`src/logic/astr_pkg.sv`:
```
// Notes on behaviour
// - Pin released when both directions off; else idles high.
// - Frame is start, 8/9 bits LSB first, stop.
// - Start bit drives low, stop bit drives high.
// - Ninth transmitted bit comes from tx_ninth_bit.
// - Ninth received bit lands in rx_ninth_bit.
// - Idle character is a whole frame of ones.
// - Break frames repeat while set, then one 1 bit.
// - Enabling transmitter sends an idle frame first.
// - Toggling transmitter_on discards the held word.
// - Status read then data write clears both transmit flags.
// - Buffer empty sets on transfer; gated interrupt request.
// - Write during a frame waits in holding buffer.
// - Write while idle starts sending at once.
// - Transmit complete sets at frame end; gated interrupt.
// - receiver_on starts hunting for a start bit.
// - Completed character moves to buffer, sets full flag.
// - Status read then data read clears full flag.
// - Received break reports as framing error.
// - Idle frame raises idle flag and gated interrupt.
// - Full buffer on completion sets overrun, keeps buffer.
// - Status read then data read clears overrun, noise.
// - Samples 8, 9, 10 must agree, else noise.
// - Noise rises with full flag, no own interrupt.
// - Start samples 011/101/110 discard frame, hide noise.
// - Sixteen samples per bit, middle three voted.
// - Missing stop sets framing flag with full flag.
package astr_pkg;
   // Byte offsets of the word registers on the bus.
   localparam logic [3:0] ASTR_OFF_STATUS = 4'h0;
   localparam logic [3:0] ASTR_OFF_DATA   = 4'h4;
   localparam logic [3:0] ASTR_OFF_CTRL1  = 4'h8;
   localparam logic [3:0] ASTR_OFF_CTRL2  = 4'hc;
   // Status register bit positions.
   localparam int ASTR_ST_TX_BUFFER_EMPTY = 7;
   localparam int ASTR_ST_TC   = 6;
   localparam int ASTR_ST_RX_BUFFER_FULL = 5;
   localparam int ASTR_ST_IDLE = 4;
   localparam int ASTR_ST_OVR  = 3;
   localparam int ASTR_ST_NF   = 2;
   localparam int ASTR_ST_FE   = 1;
   // Control register one bit positions.
   localparam int ASTR_C1_RX9  = 7;
   localparam int ASTR_C1_TX9  = 6;
   localparam int ASTR_C1_WORD9 = 4;
   // Control register two bit positions.
   localparam int ASTR_C2_TIE  = 7;
   localparam int ASTR_C2_TX_COMPLETE_IRQ_EN = 6;
   localparam int ASTR_C2_RIE  = 5;
   localparam int ASTR_C2_IDLE_IRQ_EN = 4;
   localparam int ASTR_C2_TE   = 3;
   localparam int ASTR_C2_RE   = 2;
   localparam int ASTR_C2_SBK  = 0;
   // Reset values of the flags that read as set out of reset.
   localparam logic ASTR_RST_TX_BUFFER_EMPTY = 1'b1;
   localparam logic ASTR_RST_TC   = 1'b1;
   // Oversampling: sample indices are counted from zero after the edge.
   localparam logic [3:0] ASTR_PH_LAST = 4'hf;
   localparam logic [3:0] ASTR_SMP_FIRST = 4'h7;
   localparam logic [3:0] ASTR_SMP_LAST = 4'h9;
   // Frame lengths in bits and in ticks for idle line detection, and the index of the last data bit.
   localparam logic [3:0] ASTR_BITS8 = 4'ha;
   localparam logic [3:0] ASTR_BITS9 = 4'hb;
   localparam logic [7:0] ASTR_IDLE8 = 8'ha0;
   localparam logic [7:0] ASTR_IDLE9 = 8'hb0;
   localparam logic [3:0] ASTR_LAST8 = 4'h7;
   localparam logic [3:0] ASTR_LAST9 = 4'h8;
   typedef enum logic [1:0] {ASTR_RX_HUNT, ASTR_RX_START, ASTR_RX_DATA, ASTR_RX_STOP} astr_rx_t;
endpackage : astr_pkg

```
`src/logic/astr_core.sv`:
```
// Chosen here: the placing of the registers and the AHB-Lite slave port.
`timescale 1ns/1ps
`default_nettype none
module astr_core (
   // Clock and reset.
   input  wire logic        ref_clk,
   input  wire logic        rst,
   // AHB-Lite slave.
   input  wire logic        hsel,
   input  wire logic [31:0] haddr,
   input  wire logic [1:0]  htrans,
   input  wire logic        hwrite,
   input  wire logic [2:0]  hsize,
   input  wire logic [31:0] hwdata,
   input  wire logic        hready,
   output logic             hreadyout,
   output logic             hresp,
   output logic [31:0]      hrdata,
   // Baud ticks at sixteen times the bit rate, one cycle each.
   input  wire logic        tx_tick16,
   input  wire logic        rx_tick16,
   // Serial pins.
   input  wire logic        serial_rx_in,
   output logic             serial_tx_out,
   output logic             serial_tx_oe,
   // Interrupt request, gated by the processor mask.
   input  wire logic        cpu_irq_mask,
   output logic             irq_req
);
   import astr_pkg::*;

   typedef struct packed {
      // Bus data phase and registered read data.
      logic        ahb_act;
      logic        ahb_wr;
      logic [3:0]  ahb_addr;
      logic [31:0] rdata;
      // Software controls.
      logic        word9;
      logic        tx_ninth_bit;
      logic        rx_ninth_bit;
      logic        tx_empty_irq_en;
      logic        tx_complete_irq_en;
      logic        rx_irq_en;
      logic        idle_irq_en;
      logic        transmitter_on;
      logic        receiver_on;
      logic        send_break;
      // Status flags; hidden_noise waits for the next good frame.
      logic        tx_buffer_empty;
      logic        tx_complete;
      logic        rx_buffer_full;
      logic        idle_flag;
      logic        overrun_flag;
      logic        noise_flag;
      logic        framing_flag;
      logic        hidden_noise;
      logic        stat_seen;
      // Transmit path.
      logic [7:0]  tx_holding_buf;
      logic        hold_valid;
      logic        tx_busy;
      logic        tx_is_data;
      logic [10:0] tx_shift;
      logic [3:0]  tx_bits;
      logic [3:0]  tx_phase;
      logic        tx_line;
      logic        idle_pend;
      logic        brk_end_pend;
      // Receive path.
      logic        rx_sync1;
      logic        rx_sync2;
      logic        rx_prev;
      astr_rx_t    rx_state;
      logic [3:0]  rx_cnt;
      logic [3:0]  rx_bit;
      logic [2:0]  rx_samp;
      logic [8:0]  rx_shift;
      logic        rx_frame_nf;
      logic [7:0]  idle_cnt;
      logic        idle_armed;
      logic [7:0]  rx_holding_buf;
   } astr_state_t;

   astr_state_t cur_r;
   astr_state_t cur_nxt;

   // Receive vote helpers, the tick count and the bus decode.
   logic [3:0]  c;
   logic [2:0]  v;
   logic        maj;
   logic        agree;
   logic        addr_ok;
   logic        rd_data;
   logic        te_new;

   always_comb begin
      cur_nxt = cur_r;
      c = cur_r.rx_cnt + 4'h1;
      v = {cur_r.rx_samp[1:0], cur_r.rx_sync2};
      maj = (v[0] & v[1]) | (v[0] & v[2]) | (v[1] & v[2]);
      agree = (v == 3'b000) || (v == 3'b111);
      addr_ok = hsel && htrans[1] && hready;
      rd_data = addr_ok && !hwrite && (haddr[3:0] == ASTR_OFF_DATA);
      te_new = cur_r.transmitter_on;


      // Status and data register side effects, clears before sets.
      if (addr_ok && !hwrite && haddr[3:0] == ASTR_OFF_STATUS) begin
         cur_nxt.stat_seen = 1'b1;
      end
      if (rd_data) begin
         cur_nxt.stat_seen = 1'b0;
         if (cur_r.stat_seen) begin
            cur_nxt.rx_buffer_full = 1'b0;
            cur_nxt.overrun_flag = 1'b0;
            cur_nxt.noise_flag = 1'b0;
            cur_nxt.framing_flag = 1'b0;
            cur_nxt.idle_flag = 1'b0;
         end
      end


      // Transmitter: bit timing on the transmit tick.
      if (cur_r.tx_busy && tx_tick16) begin
         cur_nxt.tx_phase = cur_r.tx_phase + 4'h1;
         if (cur_r.tx_phase == ASTR_PH_LAST) begin
            cur_nxt.tx_shift = {1'b1, cur_r.tx_shift[10:1]};
            cur_nxt.tx_bits = cur_r.tx_bits - 4'h1;
            if (cur_r.tx_bits == 4'h1) begin
               cur_nxt.tx_busy = 1'b0;
               if (cur_r.tx_is_data) begin
                  cur_nxt.tx_complete = 1'b1;
               end
            end
         end
      end else if (!cur_r.tx_busy && cur_r.transmitter_on) begin
         cur_nxt.tx_phase = 4'h0;
         cur_nxt.tx_is_data = 1'b1;
         cur_nxt.tx_bits = cur_r.word9 ? ASTR_BITS9 : ASTR_BITS8;
         if (cur_r.send_break) begin
            cur_nxt.tx_busy = 1'b1;
            cur_nxt.tx_shift = 11'h000;
            cur_nxt.brk_end_pend = 1'b1;
         end else if (cur_r.brk_end_pend) begin
            // The lone mark bit lets the far end see the next start edge.
            cur_nxt.tx_busy = 1'b1;
            cur_nxt.tx_is_data = 1'b0;
            cur_nxt.tx_shift = 11'h7ff;
            cur_nxt.tx_bits = 4'h1;
            cur_nxt.brk_end_pend = 1'b0;
         end else if (cur_r.idle_pend) begin
            cur_nxt.tx_busy = 1'b1;
            cur_nxt.tx_shift = 11'h7ff;
            cur_nxt.idle_pend = 1'b0;
         end else if (cur_r.hold_valid) begin
            cur_nxt.tx_busy = 1'b1;
            cur_nxt.hold_valid = 1'b0;
            cur_nxt.tx_buffer_empty = 1'b1;
            if (cur_r.word9) begin
               cur_nxt.tx_shift = {1'b1, cur_r.tx_ninth_bit, cur_r.tx_holding_buf, 1'b0};
            end else begin
               cur_nxt.tx_shift = {2'b11, cur_r.tx_holding_buf, 1'b0};
            end
         end
      end


      // Bus write in its data phase.
      if (cur_r.ahb_act && cur_r.ahb_wr) begin
         unique case (cur_r.ahb_addr)
            ASTR_OFF_DATA: begin
               // A held word is copied out as soon as no frame is being sent.
               cur_nxt.tx_holding_buf = hwdata[7:0];
               cur_nxt.hold_valid = 1'b1;
               cur_nxt.tx_buffer_empty = 1'b0;
               cur_nxt.stat_seen = 1'b0;
               if (cur_r.stat_seen && !(cur_nxt.tx_complete && !cur_r.tx_complete)) begin
                  cur_nxt.tx_complete = 1'b0;
               end
            end
            ASTR_OFF_CTRL1: begin
               cur_nxt.word9 = hwdata[ASTR_C1_WORD9];
               cur_nxt.tx_ninth_bit = hwdata[ASTR_C1_TX9];
            end
            ASTR_OFF_CTRL2: begin
               cur_nxt.tx_empty_irq_en = hwdata[ASTR_C2_TIE];
               cur_nxt.tx_complete_irq_en = hwdata[ASTR_C2_TX_COMPLETE_IRQ_EN];
               cur_nxt.rx_irq_en = hwdata[ASTR_C2_RIE];
               cur_nxt.idle_irq_en = hwdata[ASTR_C2_IDLE_IRQ_EN];
               cur_nxt.transmitter_on = hwdata[ASTR_C2_TE];
               cur_nxt.receiver_on = hwdata[ASTR_C2_RE];
               cur_nxt.send_break = hwdata[ASTR_C2_SBK];
               te_new = hwdata[ASTR_C2_TE];
               if (te_new != cur_r.transmitter_on) begin
                  cur_nxt.hold_valid = 1'b0;
                  cur_nxt.tx_buffer_empty = 1'b1;
               end
               if (te_new && !cur_r.transmitter_on) begin
                  cur_nxt.idle_pend = 1'b1;
               end
               if (hwdata[ASTR_C2_RE] && !cur_r.receiver_on) begin
                  cur_nxt.rx_state = ASTR_RX_HUNT;
                  cur_nxt.idle_armed = 1'b1;
                  cur_nxt.idle_cnt = 8'h00;
               end
            end
            default: begin
            end
         endcase
      end
      // Between back-to-back break frames the line must not blip high.
      if (cur_nxt.tx_busy) begin
         cur_nxt.tx_line = cur_nxt.tx_shift[0];
      end else if (cur_r.tx_busy && cur_r.send_break && cur_r.transmitter_on) begin
         cur_nxt.tx_line = 1'b0;
      end else begin
         cur_nxt.tx_line = 1'b1;
      end


      // Receiver input synchroniser.
      cur_nxt.rx_sync1 = serial_rx_in;
      cur_nxt.rx_sync2 = cur_r.rx_sync1;

      // A disabled receiver drops any frame in progress.
      if (!cur_r.receiver_on) begin
         cur_nxt.rx_state = ASTR_RX_HUNT;
         cur_nxt.rx_prev = 1'b0;
      end else if (rx_tick16) begin
         cur_nxt.rx_cnt = c;
         if (c >= ASTR_SMP_FIRST && c <= ASTR_SMP_LAST) begin
            cur_nxt.rx_samp = v;
         end
         // The sample count wraps every bit; count 0 starts the next one.
         unique case (cur_r.rx_state)
            ASTR_RX_HUNT: begin
               cur_nxt.rx_prev = cur_r.rx_sync2;
               if (cur_r.rx_prev && !cur_r.rx_sync2) begin
                  // A start edge counts only after a high sample.
                  cur_nxt.rx_state = ASTR_RX_START;
                  cur_nxt.rx_cnt = 4'h0;
                  cur_nxt.rx_frame_nf = 1'b0;
                  cur_nxt.idle_cnt = 8'h00;
               end else if (!cur_r.rx_sync2) begin
                  cur_nxt.idle_cnt = 8'h00;
               end else if (cur_r.idle_armed) begin
                  cur_nxt.idle_cnt = cur_r.idle_cnt + 8'h01;
                  if (cur_nxt.idle_cnt == (cur_r.word9 ? ASTR_IDLE9 : ASTR_IDLE8)) begin
                     cur_nxt.idle_flag = 1'b1;
                     cur_nxt.idle_armed = 1'b0;
                  end
               end
            end
            ASTR_RX_START: begin
               if (c == ASTR_SMP_LAST) begin
                  if (maj) begin
                     cur_nxt.rx_state = ASTR_RX_HUNT;
                     cur_nxt.rx_prev = 1'b1;
                     if (!agree) begin
                        cur_nxt.hidden_noise = 1'b1;
                     end
                  end else if (!agree) begin
                     cur_nxt.rx_frame_nf = 1'b1;
                  end
               end
               if (c == 4'h0) begin
                  cur_nxt.rx_state = ASTR_RX_DATA;
                  cur_nxt.rx_bit = 4'h0;
               end
            end
            ASTR_RX_DATA: begin
               if (c == ASTR_SMP_LAST) begin
                  cur_nxt.rx_shift[cur_r.rx_bit] = maj;
                  if (!agree) begin
                     cur_nxt.rx_frame_nf = 1'b1;
                  end
               end
               if (c == 4'h0) begin
                  cur_nxt.rx_bit = cur_r.rx_bit + 4'h1;
                  if (cur_r.rx_bit == (cur_r.word9 ? ASTR_LAST9 : ASTR_LAST8)) begin
                     cur_nxt.rx_state = ASTR_RX_STOP;
                  end
               end
            end
            // The stop vote decides framing and ends the character.
            ASTR_RX_STOP: begin
               if (c == ASTR_SMP_LAST) begin
                  cur_nxt.rx_state = ASTR_RX_HUNT;
                  cur_nxt.rx_prev = cur_r.rx_sync2;
                  cur_nxt.idle_armed = 1'b1;
                  if (cur_r.rx_buffer_full) begin
                     cur_nxt.overrun_flag = 1'b1;
                  end else begin
                     cur_nxt.rx_buffer_full = 1'b1;
                     cur_nxt.rx_holding_buf = cur_r.rx_shift[7:0];
                     if (cur_r.word9) begin
                        cur_nxt.rx_ninth_bit = cur_r.rx_shift[8];
                     end
                     cur_nxt.noise_flag = cur_r.rx_frame_nf || !agree
                                          || cur_r.hidden_noise;
                     cur_nxt.hidden_noise = 1'b0;
                     // A break has a low stop bit and lands here too.
                     cur_nxt.framing_flag = !maj;
                  end
               end
            end
            default: begin
               cur_nxt.rx_state = ASTR_RX_HUNT;
            end
         endcase
      end


      // Address phase capture and registered read data.
      cur_nxt.ahb_act = addr_ok;
      cur_nxt.ahb_wr = hwrite;
      cur_nxt.ahb_addr = haddr[3:0];
      cur_nxt.rdata = 32'h0000_0000;
      if (addr_ok && !hwrite && haddr[31:4] == 28'h000_0000) begin
         unique case (haddr[3:0])
            ASTR_OFF_STATUS: begin
               cur_nxt.rdata[ASTR_ST_TX_BUFFER_EMPTY] = cur_r.tx_buffer_empty;
               cur_nxt.rdata[ASTR_ST_TC] = cur_r.tx_complete;
               cur_nxt.rdata[ASTR_ST_RX_BUFFER_FULL] = cur_r.rx_buffer_full;
               cur_nxt.rdata[ASTR_ST_IDLE] = cur_r.idle_flag;
               cur_nxt.rdata[ASTR_ST_OVR] = cur_r.overrun_flag;
               cur_nxt.rdata[ASTR_ST_NF] = cur_r.noise_flag;
               cur_nxt.rdata[ASTR_ST_FE] = cur_r.framing_flag;
            end
            ASTR_OFF_DATA: begin
               cur_nxt.rdata[7:0] = cur_r.rx_holding_buf;
            end
            ASTR_OFF_CTRL1: begin
               cur_nxt.rdata[ASTR_C1_RX9] = cur_r.rx_ninth_bit;
               cur_nxt.rdata[ASTR_C1_TX9] = cur_r.tx_ninth_bit;
               cur_nxt.rdata[ASTR_C1_WORD9] = cur_r.word9;
            end
            ASTR_OFF_CTRL2: begin
               cur_nxt.rdata[ASTR_C2_TIE] = cur_r.tx_empty_irq_en;
               cur_nxt.rdata[ASTR_C2_TX_COMPLETE_IRQ_EN] = cur_r.tx_complete_irq_en;
               cur_nxt.rdata[ASTR_C2_RIE] = cur_r.rx_irq_en;
               cur_nxt.rdata[ASTR_C2_IDLE_IRQ_EN] = cur_r.idle_irq_en;
               cur_nxt.rdata[ASTR_C2_TE] = cur_r.transmitter_on;
               cur_nxt.rdata[ASTR_C2_RE] = cur_r.receiver_on;
               cur_nxt.rdata[ASTR_C2_SBK] = cur_r.send_break;
            end
            default: begin
            end
         endcase
      end
   end

   // Flags that read as set come out of reset already set.
   always_ff @(posedge ref_clk or posedge rst) begin
      if (rst) begin
         cur_r <= '0;
         cur_r.tx_buffer_empty <= ASTR_RST_TX_BUFFER_EMPTY;
         cur_r.tx_complete <= ASTR_RST_TC;
         cur_r.tx_line <= 1'b1;
         cur_r.tx_shift <= 11'h7ff;
         cur_r.rx_state <= ASTR_RX_HUNT;
      end else begin
         cur_r <= cur_nxt;
      end
   end

   // Every access completes at once and always answers OKAY.
   assign hreadyout = 1'b1;
   assign hresp = 1'b0;
   assign hrdata = cur_r.rdata;
   assign serial_tx_out = cur_r.tx_line;
   assign serial_tx_oe = cur_r.transmitter_on | cur_r.receiver_on;
   // The mask gates every source at once.
   // Noise and framing have no term here; they ride on the full flag.
   assign irq_req = !cpu_irq_mask
                    && ((cur_r.tx_empty_irq_en && cur_r.tx_buffer_empty)
                        || (cur_r.tx_complete_irq_en && cur_r.tx_complete)
                        || (cur_r.rx_irq_en && (cur_r.rx_buffer_full || cur_r.overrun_flag))
                        || (cur_r.idle_irq_en && cur_r.idle_flag));
endmodule : astr_core
`default_nettype wire

```
`config.mk`:
```
export PLATFORM = sky130hd
export DESIGN_NAME = astr_core
export DESIGN_NICKNAME = d
export VERILOG_FILES = /design/src/logic/astr_pkg.sv /design/src/logic/astr_core.sv
export SDC_FILE = /design/constraint.sdc
export NUM_CORES = 1
export LEC_CHECK = 0
export BUFFER_PORTS_ARGS = -buffer_cell sky130_fd_sc_hd__buf_2
export CAP_MARGIN = 20
export CORE_MARGIN = 10
export CORE_UTILIZATION = 60
export CTS_CLUSTER_DIAMETER = 30
export DETAILED_ROUTE_END_ITERATION = 7
export GPL_TIMING_DRIVEN = 1
export PLACE_DENSITY = 0.86
export SLEW_MARGIN = 20
export SYNTH_ARGS = -nofsm -noshare
export SYNTH_HDL_FRONTEND = slang
export SYNTH_SLANG_ARGS = --single-unit
```
`constraint.sdc`:
```
create_clock -name ref_clk -period 5.81 [get_ports ref_clk]
set_clock_uncertainty 0.1 [all_clocks]
set_input_delay 0.2905 -clock ref_clk [delete_from_list [all_inputs] [get_ports ref_clk]]
set_output_delay 0.2905 -clock ref_clk [all_outputs]
set_load 0.05 [all_outputs]
```
Yosys cells after proc, flatten, opt, wreduce, memory -nomap -nowiden
Cells that the tools add are included.
W data, S select, Z words.
{"block": "classes", "n_eq_ne": 32, "reduce_logical": 65, "add_sub_neg": 5, "n_mux": 128, "bitwise": 8, "n_lt_le_gt_ge": 4}
{"operator": "$mux W9", "count": 7}
{"operator": "$mux W1", "count": 58}
{"operator": "$mux W8", "count": 6}
{"operator": "$mux W11", "count": 4}
{"operator": "$mux W41", "count": 1}
{"operator": "$mux W10", "count": 3}
{"operator": "$logic_not A28 Y1", "count": 1}
{"operator": "$mux W4", "count": 7}
{"operator": "$eq A4 B4 Y1 const B", "count": 6}
{"operator": "$logic_and A1 B1 Y1", "count": 23}
{"operator": "$mux W22", "count": 1}
{"operator": "$ne A2 B2 Y1 const B", "count": 11}
{"operator": "$mux W3", "count": 7}
{"operator": "$mux W19", "count": 1}
{"operator": "$mux W2", "count": 9}
{"operator": "$mux W6", "count": 3}
{"operator": "$mux W17", "count": 1}
{"operator": "$pmux W2 S4", "count": 2}
{"operator": "$mux W15", "count": 1}
{"operator": "$mux W5", "count": 3}
{"operator": "$reduce_and A5 Y1", "count": 3}
{"operator": "$add A4 B1 Y4 const B", "count": 3}
{"operator": "$pmux W1 S2", "count": 6}
{"operator": "$reduce_and A2 Y1", "count": 6}
{"operator": "other kinds (39)", "count": 69}
{"block": "word_totals", "wordCells": 288, "output_inout_bits": 37, "inputBits": 78, "ff_bits": 109}

Depth between registers and ports, before layout
{"block": "depth", "depth_word": 12, "ltp_mapped": 8, "depth_no_buf": 7}

Worst setup path after synthesis
No wires, ideal clock.
{"block": "synth_timing", "kind": "register to register", "from": "register cur_r[34] in the netlist's numbering", "to": "register cur_r[0] in the netlist's numbering", "path_buffers": 1, "slack_ns": 3.590, "required_ns": 5.585, "stages_incl_launch_ff": 8, "setup_time_ns": 0.125, "t_arrival_ns": 1.995, "synth_period_minus_slack_ns": 2.220, "path_cell_list": "dfrtp_1 -> ha_1 -> or2_2 -> o21ai_2 -> a31oi_4 -> nor4_4 -> buf_6 -> mux2_4"}
{"block": "synth_between", "elab_chain_len": 3}
{"item": "start: declaration", "line": "astr_core.sv:85", "rtl": "astr_state_t cur_r;"}
{"item": "start signal: assignment", "line": "astr_core.sv:364", "rtl": "cur_r <= cur_nxt;"}
{"item": "$add A4 B1 Y4", "line": "astr_core.sv:99", "rtl": "c = cur_r.rx_cnt + 4'h1;"}
{"item": "$eq A4 B4 Y1", "line": "astr_core.sv:288", "rtl": "if (c == ASTR_SMP_LAST) begin"}
{"item": "$reduce_and A5 Y1 (no source line)"}
No other way between the ends.
A chain may end at the register's enable or synchronous reset.

Worst setup path after layout
{"block": "layout_timing", "from": "register cur_r[34] in the netlist's numbering", "to": "register cur_r[4] in the netlist's numbering"}
The elaborated chain is that of the path after synthesis.

==> results.cfg <==
[status]
status = complete, no violations

[routing]
drtAntennaViolNets = 0
first_pass_iters = 5
wl_per_cell_um = 16.92
drc = 0
routed_wl_um = 13370
drtIter0Drc = 391
dr_total_vias = 4648
viasPerCell = 5.884

[critical_path]
start_kind = flip-flop
end_kind = flip-flop
required_ns = 5.97
crit_family = simple AND/OR/NAND/NOR gates
crit_buf_inv = 0
crit_arrival_ns = 3.09
worstPathCellList = ha_1 -> or2_2 -> o21ai_2 -> a31oi_4 -> nor4_4 -> mux2_2
crit_fanout = 17
max_stage_delay_ns = 0.79
worst-setup-path-type = reg -> reg
cpMaxStageDelayCell = nor4_4

[cts]
cts_root_buf = clkbuf_8
clock_sinks = 108
cts_tree = built
hold_buffers = 6
cts_resized = 0
post-cts-setup-buffer-count = 0
clkTransAtPathRegs_ns = 0.10
cts_htree_levels = 3
cts.path.max_buffers = 2
cts_buffers = 9
insertion_delay_ns = 0.37

[sta]
min_period_ns = 2.927
timing.final.crit_share_pct = 50.38
rsz0062_at_grt = false
relSlewSlack_pct = 34.96
hold_viol_final = 0
worst_pin_slew_ns = 0.9684
max_freq_mhz = 341.6
slew_viol_final = 0
tns_ns = 0
setup_violations = 0
hold_ws_ns = 0.04444

[power]
irDropWorstVdd_uv = 173.4
p_leak_nw = 2.890
power.total_mw = 1.822
p_per_area_nw_per_um2 = 285.5

[synth]
synth_edf_count = 0
syn-cell-area_um2 = 5979
ys_types = 72
yosysSeqAreaShare_pct = 45.49
syn_inst = 615
async_reset_ff_share_pct = 100.0
ys_ff_latch = 108
yosysWarnings = 0
synth-main-ff-cell = dfrtp_1
syn_area_per_cell_um2 = 9.723

[grt]
grt_max_degree = 61
grt_overflow_total = 0
grt_pass1_wl_um = 22310
grt_pass1_vias = 4568
grtUsageTotal_pct = 18.32
antenna_found_initial = 0

[layout]
nets = 748
instances_no_fill = 790
antennaDiodeCount = 0
syn_to_final_growth_pct = 6.759
fin_util_pct = 65.61
drive_gt1_share_pct = 21.77

[run]
cap_viol_max_count = 0

[placement]
hpwlAfterDp_um = 9887
dp_cells = 768
port_buffers = 60
place_congestion = 0.8897

[floorplan]
die_area_um2 = 14360
core-area_um2 = 9729
fp-row-count = 36
die_y_um = 119.8
die_w_um = 119.8
start_util_pct = 61.46
io_pins = 115

[min_path]
hp-class = in -> reg
[cells in the mapped netlist (all sizes together), types with 5 or more instances]
cell    instances  area share (%)
nor4            9             1.2
buf            47             5.7
inv            23             1.4
nand4           7            0.73
o22ai           6            0.63
mux2           30             6.0
dfrtp          94              39
nor2           36             2.3
or2             6            0.63
and3            8            0.84
a21oi          14             1.2
nand3          30             2.5
clkbuf         18             1.1
a211oi          5            0.88
or3             5            0.52
nor2b           7            0.73
nand2          80             5.1
a31oi          15             1.8
ha             18             3.8
nor3           17             1.4
o21ai          44             3.7
and2            7            0.73
mux2i           9             1.5
nand2b          7            0.73
dfstp          14             6.2
[metrics by stage]
stage               instance area [um2]  worst slack, ns
finish                             6384            2.883
global route                       6384            2.725
CTS                                6384            2.913
detailed placement                 6140            2.932
global placement                   6140            2.987
floorplan                          6070            2.597
[registers in the layout, summed over array words and instances (netlist names), named ones only]
register and count:
cur_nxt 1, cur_r 89, hrdata 8, serial_tx_out 1
[path summary, 6_finish.rpt]
path	from	end	slack (ns)	cells after the start
setup / recovery	cur_r[34]	cur_r[4]	2.88	6
hold reg to reg	cur_nxt[41]	cur_r[41]	0.26	0
min in group asynchronous	rst	hrdata[0]	0.45	3
setup reg to reg	cur_r[34]	cur_r[4]	2.88	6
hold / removal	hwdata[5]	cur_r[73]	0.04	3
max in group asynchronous	rst	cur_r[75]	3.99	4
[cell type report]
cell class	instances	area (um2)
Multi-Input combinational cell	443	2856
Fill cell	753	3346
Sequential cell	108	2720
Timing Repair Buffer	67	367.9
Clock buffer	10	127.6
Inverter	23	88.84
Tap cell	133	166.4
Clock inverter	6	56.30
[cell usage in the layout, fill, tap and decap left out, types with 5 or more instances in the layout]
cell type and instances:
a21oi_1 14, a31oi_1 14, and2_1 7, and3_1 8
buf_2 60, clkbuf_8 9, conb_1 26, dfrtp_1 94
dfstp_2 14, dlygate4sd3_1 6, ha_1 18, inv_1 22
mux2_2 24, mux2_4 6, mux2i_1 9, nand2_1 78
nand2b_1 7, nand3_1 30, nand4_1 7, nor2_1 36
nor2b_1 7, nor3_1 17, nor4_1 8, o21ai_0 41
o22ai_1 6, or2_2 6, or3_1 5
[per-layer routing]
layer / wire length, um / GRT usage, % / vias up
met5: 0 / 0 / -
met4: 206 / 4.676 / 0
met3: 982 / 4.735 / 25
met2: 6607 / 31.57 / 178
met1: 5573 / 22.39 / 2252
li1: - / - / 2193
[kinds of logic (layout without fill, tap and decap cells)]
logic type	count (synthesis)	after routing	share of synthesized area, %
compound gates	118	118	13.41
other cells	2	26	0.1256
simple gates	235	235	19.69
xor+xnor	3	3	0.4395
buf+inv	88	106	8.244
fa+ha+maj	19	19	3.934
flops	108	108	45.49
mux	42	42	8.663
[where the power goes]
part | total [mW] | internal (mW) | switching (mW)
Sequential | 0.991 | 0.883 | 0.108
Combinational | 0.398 | 0.147 | 0.251
Clock | 0.433 | 0.165 | 0.268
[worst register-to-register path: stages (launching register included)]
cell and delay (ns):
dfrtp_1 0.50, ha_1 0.32, or2_2 0.32, o21ai_2 0.10, a31oi_4 0.25, nor4_4 0.80, mux2_2 0.43
No activity file was read; power rests on OpenSTA's default activity.
